<file path="src/rtl/ptra_pkg.sv">
// How it works
// Register space served at once without arbitration; bursts allowed both ways.
// Reads of reserved register-space locations return zero.
// Address parity error on a read ends it with target abort.
// Address parity error on a write: accepted at the link, then discarded.
// Register-space bursts never stall; target ready on every data phase.
// Connection memory has dedicated slots; read and write bursts allowed.
// Connection memory FIFO full holds target ready low until it drains.
// Data and channel memory serve switching first; target access lowest priority.
// No bursts to data memory; single data phase only.
// Data memory: direct access if free, else post write or delay read.
// One posted data-memory write at most, flagged in pending bit 0.
// Second data-memory write while one queued drops both, sets error bit 0.
// Data-memory read while a write is queued gets a retry.
// One delayed data-memory read; latch address and command, answer retry.
// Retry all reads until delayed read done; identical repeat then completes.
// Write during pending delayed read cancels both and sets region error bit.
// No bursts to channel memory; direct if free, else post or delay.
// One posted channel-memory write at most, flagged in pending bit 1.
// Second channel-memory write while queued drops both, sets error bit 1.
// Channel memory: retry reads during queued write; one delayed read, retried.
// Minibridge: no bursts; writes always posted, reads always delayed, wait-state paced.
// Queued minibridge write flagged in pending bit 2; later write ignored.
// Rejected minibridge write sets error bit 2; earlier operation still completes.
// Burst into a no-burst region: first phase completes, then disconnect.
// Each address decodes to one region; requests cross from the link clock.
package ptra_pkg;

  localparam int          AW          = 20;
  localparam int          DW          = 32;
  localparam int          NQ          = 3;
  localparam logic [1:0]  Q_DM        = 2'h0;
  localparam logic [1:0]  Q_VC        = 2'h1;
  localparam logic [1:0]  Q_MB        = 2'h2;
  localparam logic [3:0]  SEL_REG     = 4'h0;
  localparam logic [3:0]  SEL_CM      = 4'h1;
  localparam logic [3:0]  SEL_DM      = 4'h2;
  localparam logic [3:0]  SEL_VC      = 4'h3;
  localparam logic [3:0]  SEL_MB      = 4'h4;
  localparam logic [19:0] REG_TOP     = 20'h00800;
  localparam logic [3:0]  AV_PEND     = 4'h0;
  localparam logic [3:0]  AV_ERR      = 4'h4;
  localparam logic [3:0]  AV_MBWAIT   = 4'h8;
  localparam logic [7:0]  MBWAIT_RST  = 8'h04;

  typedef enum logic [2:0] {RGN_REG, RGN_CM, RGN_DM, RGN_VC, RGN_MB, RGN_NONE} ptra_rgn_e;
  typedef enum logic [1:0] {RSP_DONE, RSP_RETRY, RSP_ABORT, RSP_DISC} ptra_rsp_e;
  typedef enum logic [2:0] {ST_IDLE, ST_FG, ST_FG_RD, ST_BG, ST_BG_RD} ptra_st_e;

  typedef struct packed {
    logic          clk;
    logic          req;
    logic          wr;
    logic          burst;
    logic          par_err;
    logic [AW-1:0] addr;
    logic [DW-1:0] wdata;
  } ptra_lnk_s;

  function automatic ptra_rgn_e ptra_region_of(input logic [AW-1:0] a);
    case (a[19:16])
      SEL_REG: ptra_region_of = RGN_REG;
      SEL_CM:  ptra_region_of = RGN_CM;
      SEL_DM:  ptra_region_of = RGN_DM;
      SEL_VC:  ptra_region_of = RGN_VC;
      SEL_MB:  ptra_region_of = RGN_MB;
      default: ptra_region_of = RGN_NONE;
    endcase
  endfunction

  function automatic ptra_rgn_e ptra_q_rgn(input logic [1:0] q);
    case (q)
      Q_DM:    ptra_q_rgn = RGN_DM;
      Q_VC:    ptra_q_rgn = RGN_VC;
      default: ptra_q_rgn = RGN_MB;
    endcase
  endfunction

endpackage

</file>
<file path="src/rtl/ptra_target.sv">
module ptra_target
  import ptra_pkg::*;
(
  input  logic            clk_sys,          // System clock
  input  logic            reset,            // Synchronous reset, high
  input  logic [3:0]      avs_address,      // Register byte address
  input  logic            avs_read,         // Read request
  input  logic            avs_write,        // Write request
  input  logic [31:0]     avs_writedata,    // Write data
  input  logic [3:0]      avs_byteenable,   // Byte enables
  output logic [31:0]     avs_readdata,     // Read data
  output logic            avs_waitrequest,  // Stall
  input  ptra_lnk_s       lnk_in,           // Link request, foreign domain
  output logic            lnk_rsp_valid,    // Answer present
  output ptra_rsp_e       lnk_rsp,          // Answer kind
  output logic [DW-1:0]   lnk_rdata,        // Read data
  output logic            app_valid,        // Memory access request
  output ptra_rgn_e       app_rgn,          // Target region
  output logic            app_we,           // Write access
  output logic [AW-1:0]   app_addr,         // Access address
  output logic [DW-1:0]   app_wdata,        // Write data
  input  logic [4:0]      app_free,         // Per region slot free
  input  logic            app_rvalid,       // Read data valid
  input  logic [DW-1:0]   app_rdata         // Read data
);

  typedef struct packed {
    ptra_lnk_s                s1;
    ptra_lnk_s                s2;
    logic                     clk_d;
    ptra_st_e                 st;
    ptra_lnk_s                cur;
    logic                     rsp_valid;
    ptra_rsp_e                rsp;
    logic [DW-1:0]            rdata;
    logic [NQ-1:0]            pw_valid;
    logic [NQ-1:0][AW-1:0]    pw_addr;
    logic [NQ-1:0][DW-1:0]    pw_data;
    logic [NQ-1:0]            dr_valid;
    logic [NQ-1:0]            dr_done;
    logic [NQ-1:0][AW-1:0]    dr_addr;
    logic [NQ-1:0][DW-1:0]    dr_data;
    logic [NQ-1:0]            err;
    logic [7:0]               mb_wait;
    logic [7:0]               ws_cnt;
    logic [1:0]               bq;
    logic                     app_valid;
    ptra_rgn_e                app_rgn;
    logic                     app_we;
    logic [AW-1:0]            app_addr;
    logic [DW-1:0]            app_wdata;
    logic                     av_ack;
    logic [31:0]              av_rdata;
  } ptra_state_s;

  ptra_state_s   r_reg;
  ptra_state_s   r_next;
  logic          take;
  logic          t_rd;
  ptra_rgn_e     t_rg;
  logic [1:0]    t_q;
  logic          t_nb;
  logic          bg_any;
  logic [1:0]    bg_q;
  logic [NQ-1:0] set_err;
  logic [NQ-1:0] clr_err;

  function automatic ptra_state_s answer(input ptra_state_s s, input ptra_rsp_e c, input logic [DW-1:0] d);
    answer           = s;
    answer.rsp       = c;
    answer.rsp_valid = 1'b1;
    answer.rdata     = d;
    answer.st        = ST_IDLE;
    answer.app_valid = 1'b0;
  endfunction

  // ****************************************************************
  // Next state
  // ****************************************************************
  always_comb begin
    r_next      = r_reg;
    r_next.s1   = lnk_in;
    r_next.s2   = r_reg.s1;
    r_next.clk_d = r_reg.s2.clk;
    set_err     = '0;
    clr_err     = '0;
    take        = 1'b0;
    t_rd        = ~r_reg.s2.wr;
    t_rg        = ptra_region_of(r_reg.s2.addr);
    t_q         = (t_rg == RGN_DM) ? Q_DM : ((t_rg == RGN_VC) ? Q_VC : Q_MB);
    t_nb        = r_reg.s2.burst;
    bg_any      = 1'b0;
    bg_q        = Q_DM;
    // Only a granted region is started; link phases still wait while a background access runs
    for (int i = NQ - 1; i >= 0; i--) begin
      if ((r_reg.pw_valid[i] | (r_reg.dr_valid[i] & ~r_reg.dr_done[i])) & app_free[ptra_q_rgn(2'(i))]) begin
        bg_any = 1'b1;
        bg_q   = 2'(i);
      end
    end

    // Register bus, one wait cycle per access
    r_next.av_ack = 1'b0;
    if ((avs_read | avs_write) & ~r_reg.av_ack) begin
      r_next.av_ack   = 1'b1;
      r_next.av_rdata = 32'h00000000;
      if (avs_read) begin
        case (avs_address)
          AV_PEND:   r_next.av_rdata = {29'h0, r_reg.pw_valid};
          AV_ERR:    r_next.av_rdata = {29'h0, r_reg.err};
          AV_MBWAIT: r_next.av_rdata = {24'h0, r_reg.mb_wait};
          default:   r_next.av_rdata = 32'h00000000;
        endcase
      end
    end
    // Writes land at the edge that completes the transfer
    if (avs_write & r_reg.av_ack & avs_byteenable[0]) begin
      case (avs_address)
        AV_ERR:    clr_err = avs_writedata[2:0];
        AV_MBWAIT: r_next.mb_wait = avs_writedata[7:0];
        default:   ;
      endcase
    end

    // Answer withdrawn once the initiator drops its request
    if (r_reg.s2.clk & ~r_reg.clk_d & ~r_reg.s2.req) begin
      r_next.rsp_valid = 1'b0;
    end

    case (r_reg.st)
      ST_IDLE: begin
        if (r_reg.s2.clk & ~r_reg.clk_d & r_reg.s2.req & ~r_reg.rsp_valid) begin
          take       = 1'b1;
          r_next.cur = r_reg.s2;
          if (r_reg.s2.par_err) begin
            r_next = answer(r_next, t_rd ? RSP_ABORT : RSP_DONE, '0);
          end else begin
            case (t_rg)
              RGN_REG, RGN_CM: begin
                if (t_rg == RGN_REG && t_rd && r_reg.s2.addr >= REG_TOP) begin
                  r_next = answer(r_next, RSP_DONE, '0);
                end else begin
                  r_next.st        = ST_FG;
                  r_next.app_valid = 1'b1;
                  r_next.app_rgn   = t_rg;
                  r_next.app_we    = r_reg.s2.wr;
                  r_next.app_addr  = r_reg.s2.addr;
                  r_next.app_wdata = r_reg.s2.wdata;
                end
              end
              RGN_DM, RGN_VC, RGN_MB: begin
                if (r_reg.s2.wr) begin
                  if (r_reg.dr_valid[t_q] | r_reg.pw_valid[t_q]) begin
                    set_err[t_q] = 1'b1;
                    if (t_q != Q_MB) begin
                      r_next.dr_valid[t_q] = 1'b0;
                      r_next.pw_valid[t_q] = 1'b0;
                    end
                    r_next = answer(r_next, t_nb ? RSP_DISC : RSP_DONE, '0);
                  end else if (t_q != Q_MB && app_free[t_rg]) begin
                    r_next.st        = ST_FG;
                    r_next.app_valid = 1'b1;
                    r_next.app_rgn   = t_rg;
                    r_next.app_we    = 1'b1;
                    r_next.app_addr  = r_reg.s2.addr;
                    r_next.app_wdata = r_reg.s2.wdata;
                  end else begin
                    r_next.pw_valid[t_q] = 1'b1;
                    r_next.pw_addr[t_q]  = r_reg.s2.addr;
                    r_next.pw_data[t_q]  = r_reg.s2.wdata;
                    r_next = answer(r_next, t_nb ? RSP_DISC : RSP_DONE, '0);
                  end
                end else begin
                  if (r_reg.pw_valid[t_q]) begin
                    r_next = answer(r_next, RSP_RETRY, '0);
                  end else if (r_reg.dr_valid[t_q]) begin
                    if (r_reg.dr_done[t_q] && r_reg.dr_addr[t_q] == r_reg.s2.addr) begin
                      r_next.dr_valid[t_q] = 1'b0;
                      r_next = answer(r_next, t_nb ? RSP_DISC : RSP_DONE, r_reg.dr_data[t_q]);
                    end else begin
                      r_next = answer(r_next, RSP_RETRY, '0);
                    end
                  end else if (t_q != Q_MB && app_free[t_rg]) begin
                    r_next.st        = ST_FG;
                    r_next.app_valid = 1'b1;
                    r_next.app_rgn   = t_rg;
                    r_next.app_we    = 1'b0;
                    r_next.app_addr  = r_reg.s2.addr;
                  end else begin
                    r_next.dr_valid[t_q] = 1'b1;
                    r_next.dr_done[t_q]  = 1'b0;
                    r_next.dr_addr[t_q]  = r_reg.s2.addr;
                    r_next = answer(r_next, RSP_RETRY, '0);
                  end
                end
              end
              default: r_next = answer(r_next, RSP_DONE, '0);
            endcase
          end
        end else if (bg_any) begin
          if (bg_q == Q_MB && r_reg.ws_cnt < r_reg.mb_wait) begin
            r_next.ws_cnt = r_reg.ws_cnt + 8'h01;
          end else begin
            r_next.ws_cnt    = 8'h00;
            r_next.st        = ST_BG;
            r_next.bq        = bg_q;
            r_next.app_valid = 1'b1;
            r_next.app_rgn   = ptra_q_rgn(bg_q);
            r_next.app_we    = r_reg.pw_valid[bg_q];
            r_next.app_addr  = r_reg.pw_valid[bg_q] ? r_reg.pw_addr[bg_q] : r_reg.dr_addr[bg_q];
            r_next.app_wdata = r_reg.pw_data[bg_q];
          end
        end
      end
      ST_FG: begin
        if (r_reg.app_rgn == RGN_REG || app_free[r_reg.app_rgn]) begin
          if (r_reg.app_we) begin
            r_next = answer(r_next, (r_reg.app_rgn >= RGN_DM && r_reg.cur.burst) ? RSP_DISC : RSP_DONE, '0);
          end else begin
            r_next.app_valid = 1'b0;
            r_next.st        = ST_FG_RD;
          end
        end
      end
      ST_FG_RD: begin
        if (app_rvalid) begin
          r_next = answer(r_next, (r_reg.app_rgn >= RGN_DM && r_reg.cur.burst) ? RSP_DISC : RSP_DONE,
                          app_rdata);
        end
      end
      ST_BG: begin
        if (app_free[r_reg.app_rgn]) begin
          r_next.app_valid = 1'b0;
          if (r_reg.app_we) begin
            r_next.pw_valid[r_reg.bq] = 1'b0;
            r_next.st                 = ST_IDLE;
          end else begin
            r_next.st = ST_BG_RD;
          end
        end
      end
      ST_BG_RD: begin
        if (app_rvalid) begin
          r_next.dr_data[r_reg.bq] = app_rdata;
          r_next.dr_done[r_reg.bq] = 1'b1;
          r_next.st                = ST_IDLE;
        end
      end
      default: r_next.st = ST_IDLE;
    endcase

    // Hardware set wins over software clear
    r_next.err = (r_reg.err & ~clr_err) | set_err;
  end

  always_ff @(posedge clk_sys) begin
    if (reset) begin
      r_reg         <= '0;
      r_reg.mb_wait <= MBWAIT_RST;
    end else begin
      r_reg <= r_next;
    end
  end

  assign avs_readdata    = r_reg.av_rdata;
  assign avs_waitrequest = (avs_read | avs_write) & ~r_reg.av_ack;
  assign lnk_rsp_valid   = r_reg.rsp_valid;
  assign lnk_rsp         = r_reg.rsp;
  assign lnk_rdata       = r_reg.rdata;
  assign app_valid       = r_reg.app_valid;
  assign app_rgn         = r_reg.app_rgn;
  assign app_we          = r_reg.app_we;
  assign app_addr        = r_reg.app_addr;
  assign app_wdata       = r_reg.app_wdata;

  // ****************************************************************
  // Checks
  // ****************************************************************
  a_abort_perr_read: assert property (@(posedge clk_sys) disable iff (reset)
    take && r_reg.s2.par_err && t_rd |=> lnk_rsp_valid && lnk_rsp == RSP_ABORT)
    else $error("parity read not aborted");
  a_perr_write_drop: assert property (@(posedge clk_sys) disable iff (reset)
    take && r_reg.s2.par_err && !t_rd |=> lnk_rsp == RSP_DONE && r_reg.pw_valid == $past(r_reg.pw_valid)
    && !app_valid)
    else $error("parity write not discarded");
  a_reg_write_fast: assert property (@(posedge clk_sys) disable iff (reset)
    take && !r_reg.s2.par_err && t_rg == RGN_REG && !t_rd |-> ##2 lnk_rsp_valid && lnk_rsp == RSP_DONE)
    else $error("register write stalled");
  a_reserved_zero: assert property (@(posedge clk_sys) disable iff (reset)
    take && !r_reg.s2.par_err && t_rg == RGN_REG && t_rd && r_reg.s2.addr >= REG_TOP
    |=> lnk_rsp_valid && lnk_rdata == 32'h00000000)
    else $error("reserved read not zero");
  a_cm_stall_full: assert property (@(posedge clk_sys) disable iff (reset)
    r_reg.st == ST_FG && r_reg.app_rgn == RGN_CM && !app_free[RGN_CM] |=> !lnk_rsp_valid)
    else $error("answer while memory full");
  a_dm_double_post: assert property (@(posedge clk_sys) disable iff (reset)
    take && !r_reg.s2.par_err && t_rg == RGN_DM && !t_rd && r_reg.pw_valid[Q_DM]
    |=> r_reg.err[Q_DM] && !r_reg.pw_valid[Q_DM])
    else $error("double post not dropped");
  a_dm_retry_post: assert property (@(posedge clk_sys) disable iff (reset)
    take && !r_reg.s2.par_err && t_rg == RGN_DM && t_rd && r_reg.pw_valid[Q_DM] |=> lnk_rsp == RSP_RETRY)
    else $error("read not retried");
  a_delay_latch: assert property (@(posedge clk_sys) disable iff (reset)
    take && !r_reg.s2.par_err && t_rg == RGN_DM && t_rd && !r_reg.pw_valid[Q_DM] && !r_reg.dr_valid[Q_DM]
    && !app_free[RGN_DM] |=> r_reg.dr_valid[Q_DM] && r_reg.dr_addr[Q_DM] == $past(r_reg.s2.addr)
    && lnk_rsp == RSP_RETRY)
    else $error("delayed read not latched");
  a_vc_cancel: assert property (@(posedge clk_sys) disable iff (reset)
    take && !r_reg.s2.par_err && t_rg == RGN_VC && !t_rd && r_reg.dr_valid[Q_VC]
    |=> !r_reg.dr_valid[Q_VC] && r_reg.err[Q_VC])
    else $error("channel write did not cancel");
  a_mb_keep_queue: assert property (@(posedge clk_sys) disable iff (reset)
    take && !r_reg.s2.par_err && t_rg == RGN_MB && !t_rd && r_reg.pw_valid[Q_MB]
    |=> r_reg.err[Q_MB] && r_reg.pw_valid[Q_MB] && r_reg.pw_addr[Q_MB] == $past(r_reg.pw_addr[Q_MB]))
    else $error("minibridge queue lost");
  a_mb_post: assert property (@(posedge clk_sys) disable iff (reset)
    take && !r_reg.s2.par_err && t_rg == RGN_MB && !t_rd && !r_reg.pw_valid[Q_MB] && !r_reg.dr_valid[Q_MB]
    |=> r_reg.pw_valid[Q_MB] && !app_valid)
    else $error("minibridge write not posted");
  a_burst_disc: assert property (@(posedge clk_sys) disable iff (reset)
    $rose(lnk_rsp_valid) && r_reg.cur.burst && !r_reg.cur.par_err
    && ptra_region_of(r_reg.cur.addr) inside {RGN_DM, RGN_VC, RGN_MB} |-> lnk_rsp inside {RSP_RETRY, RSP_DISC})
    else $error("burst not disconnected");

endmodule

</file>
<file path="config.mk">
export PLATFORM = sky130hd
export DESIGN_NAME = ptra_target
export DESIGN_NICKNAME = d
export VERILOG_FILES = /design/src/rtl/ptra_pkg.sv /design/src/rtl/ptra_target.sv
export SDC_FILE = /design/constraint.sdc
export NUM_CORES = 1
export LEC_CHECK = 0
export ABC_AREA = 1
export BUFFER_PORTS_ARGS = -buffer_cell sky130_fd_sc_hd__buf_2
export CORE_MARGIN = 1
export CORE_UTILIZATION = 40
export DETAILED_ROUTE_END_ITERATION = 7
export SLEW_MARGIN = 10
export SYNTH_ARGS = -nofsm -noshare
export SYNTH_HDL_FRONTEND = slang
export SYNTH_SLANG_ARGS = --single-unit
</file>
<file path="constraint.sdc">
create_clock -name clk_sys -period 4.53 [get_ports clk_sys]
set_input_delay 0.906 -clock clk_sys [delete_from_list [all_inputs] [get_ports clk_sys]]
set_output_delay 0.906 -clock clk_sys [all_outputs]
set_load 0.01 [all_outputs]
</file>
==> metrics.yaml <==
vdd_drop_max_uv: 347
worstSkewPairLatency_ns: 0.64
yosysMostFrequentCell: "nand2_1"
clock_path_buffers: 3
setup_viol: 0
synth_top_area_share_pct: 40.5
syn_inst: 3952
die_w_um: 265
viasPerCell: 5.13
outcome: "finished clean"
ctsResizeCount: 0
antenna_found_initial: 0
period_share_pct: 82.0
drt_wl_total_mm: 82.1
synthMuxAreaShare_pct: 0.397
hold_path_class: "reg -> reg"
fin_crit_ns: 3.72
synth-edff-count: 0
row_count: 96
grt_pass1_vias: 22900
rr_worst_depth: 14
worstMarginPinSlew_ns: 1.08
ys_dominant_reg_cell: "dfxtp_1"
yosys.area_share.simple_pct: 23.7
grt_max_degree: 150
io_pins: 264
nNetsFinal: 4070
drc_errors: 0
wl_per_cell_um: 16.7
crit_required_ns: 5.01
clk_pin_slew_ns: 0.06
cts_made_buffers: 61
postSynth.asyncResetShare_pct: 0
cap_violations: 0
gp_congestion: 0.878
routed.top_layer: "met4"
grt_use_total_pct: 22.8
wl_met3_mm: 4.85
yosys_warnings: 0
synth_area_mm2: 0.0278
min_path_cells: 2
stdcell_count: 4905
synth_xor_area_share_pct: 0.252
postCtsSetupBuffers: 0
synth_common_cells: "nand2_1 (651), dfxtp_1 (562), nor2_1 (512)"
dp_slack_ns: 0.888
largest_reg_flops: 461
area_delta_synth_final_pct: 10.7
critPathMaxFanout: 86
p_leak_nw: 12.9
critPathKind: "reg -> reg"
yosys-top-cells-area: "dfxtp_1 (41%), nand2_1 (8.8%), o21ai_0 (7.9%), nor2_1 (6.9%), inv_1 (6.8%)"
detail-route-antenna-nets: 0
synth_top_family_by_area: "simple AND/OR/NAND/NOR gates"
core_mm2: 0.0686
initial_core_util_pct: 40.5
endpoint_kind: "flop"
hold_ws_ns: 0.396
portBuffers: 212
relSlewSlack_pct: 28.3
htree_levels: 2
firstDrtPassIters: 6
drv_slew: 0
ys_ff_latch: 562
arrival_ns: 4.19
grt_setup_unrepaired: "false"
num_antenna_cells: 0
synth-adder-area-share_pct: 0.361
hold_violations: 0
tritoncts: "done"
cts_root_buffer: "clkbuf_16"
place_hpwl_mm: 51.8
postLayoutSetupSlackWorst_ns: 0.814
wl_met1_mm: 38.8
drtIter0Drc: 2043
dieArea_mm2: 0.0705
avgSynthCellArea_um2: 7.03
critPathLaunchType: "flop"
drive_gt1_share_pct: 12.9
power_density_mw_per_mm2: 363
vias: 25200
grt_pass1_wl_mm: 130
overflow: 0
fmax_mhz: 269
dp_cells: 4791
fp.dieH_um: 265
cts_hold_buf: 0
synth_largest_area_cell: "dfxtp_1"
synth_cell_type_count: 50
numClockSinks: 562
finalClockSkew_ns: 0.0287
ys_seq_area_share_pct: 40.5
routed-wl-met2_mm: 36.0
synth_compound_area_share_pct: 20.4
setup_tns_ns: 0
logic make-up (layout without fill, tap and decap cells):
group,count (synthesis),in the layout
and+or+nand+nor,1557,1557
AOI/OAI and AO/OA,903,903
buffers and inverters,902,901
DFF,562,562
muxes,11,11
adders and majority gates,8,8
xor gates and xnor gates,8,8
other,1,24
critical path, cell delays in order, from the launching register on:
cell and delay [ns]:
dfxtp_1 0.38, nor2_4 0.41, nand2_4 0.34, nand2_1 0.14
o21ai_1 0.08, a21oi_2 0.31, inv_2 0.14, nand2_4 0.12
inv_2 0.07, nand2_2 0.10, inv_2 0.08, nand4_4 0.14
buf_4 0.85, mux2i_1 0.29, nor2_1 0.06
layer usage:
| metal | track usage, % | vias up |
|---|---|---|
| li1 | - | 12700 |
| met5 | 0 | - |
| met3 | 3.04 | 152 |
| met4 | 7.98 | 0 |
| met1 | 32.3 | 11600 |
| met2 | 35.4 | 787 |
cells in the final DEF (no fill, tap or decap), types with 19 or more instances in the layout:
| master | count |
|---|---|
| conb_1 | 24 |
| a211oi_1 | 25 |
| o21a_1 | 19 |
| buf_4 | 51 |
| o21ai_0 | 437 |
| nand4_1 | 95 |
| inv_1 | 502 |
| nor2_1 | 507 |
| buf_2 | 211 |
| o211a_1 | 21 |
| nand3_1 | 230 |
| nand2_1 | 651 |
| a211oi_2 | 91 |
| clkbuf_16 | 62 |
| nor3_1 | 32 |
| a21oi_1 | 224 |
| o221ai_1 | 31 |
| dfxtp_1 | 562 |
worst paths after layout:
path	startpoint	end	slack [ns]
min	r_reg[595]	r_reg[538]	0.40
min reg2reg	r_reg[595]	r_reg[538]	0.40
max	r_reg[578]	r_reg[327]	0.81
max reg2reg	r_reg[578]	r_reg[327]	0.81
through the flow:
step                      total power [mW]  utilization (%)  instance area, um2
after floorplan                       5.71                -               27800
after global placement                5.95             41.7               28600
after detailed placement              5.95             41.7               28600
after CTS                             11.3             44.8               30700
after global routing                  11.5             44.8               30700
final                                 11.2             44.8               30700
area by class of cell:
cell class                      count  area, um2
Clock buffer                       86       1790
Inverter                          518       1950
Sequential cell                   562      11300
Multi-Input combinational cell   2511      12700
Clock inverter                     28        344
Tap cell                          931       1160
Fill cell                        7092      37800
Timing Repair Buffer              269       1570
power breakdown:
| part | internal (mW) | leakage (nW) | switching [mW] | total, mW |
|---|---|---|---|---|
| combinational | 0.215 | 7.26 | 0.545 | 0.760 |
| clock | 3.15 | 1.07 | 2.16 | 5.31 |
| sequential | 5.03 | 4.55 | 0.0623 | 5.09 |
| total | 8.39 | 12.9 | 2.77 | 11.2 |
No activity file was read; power rests on OpenSTA's default activity.
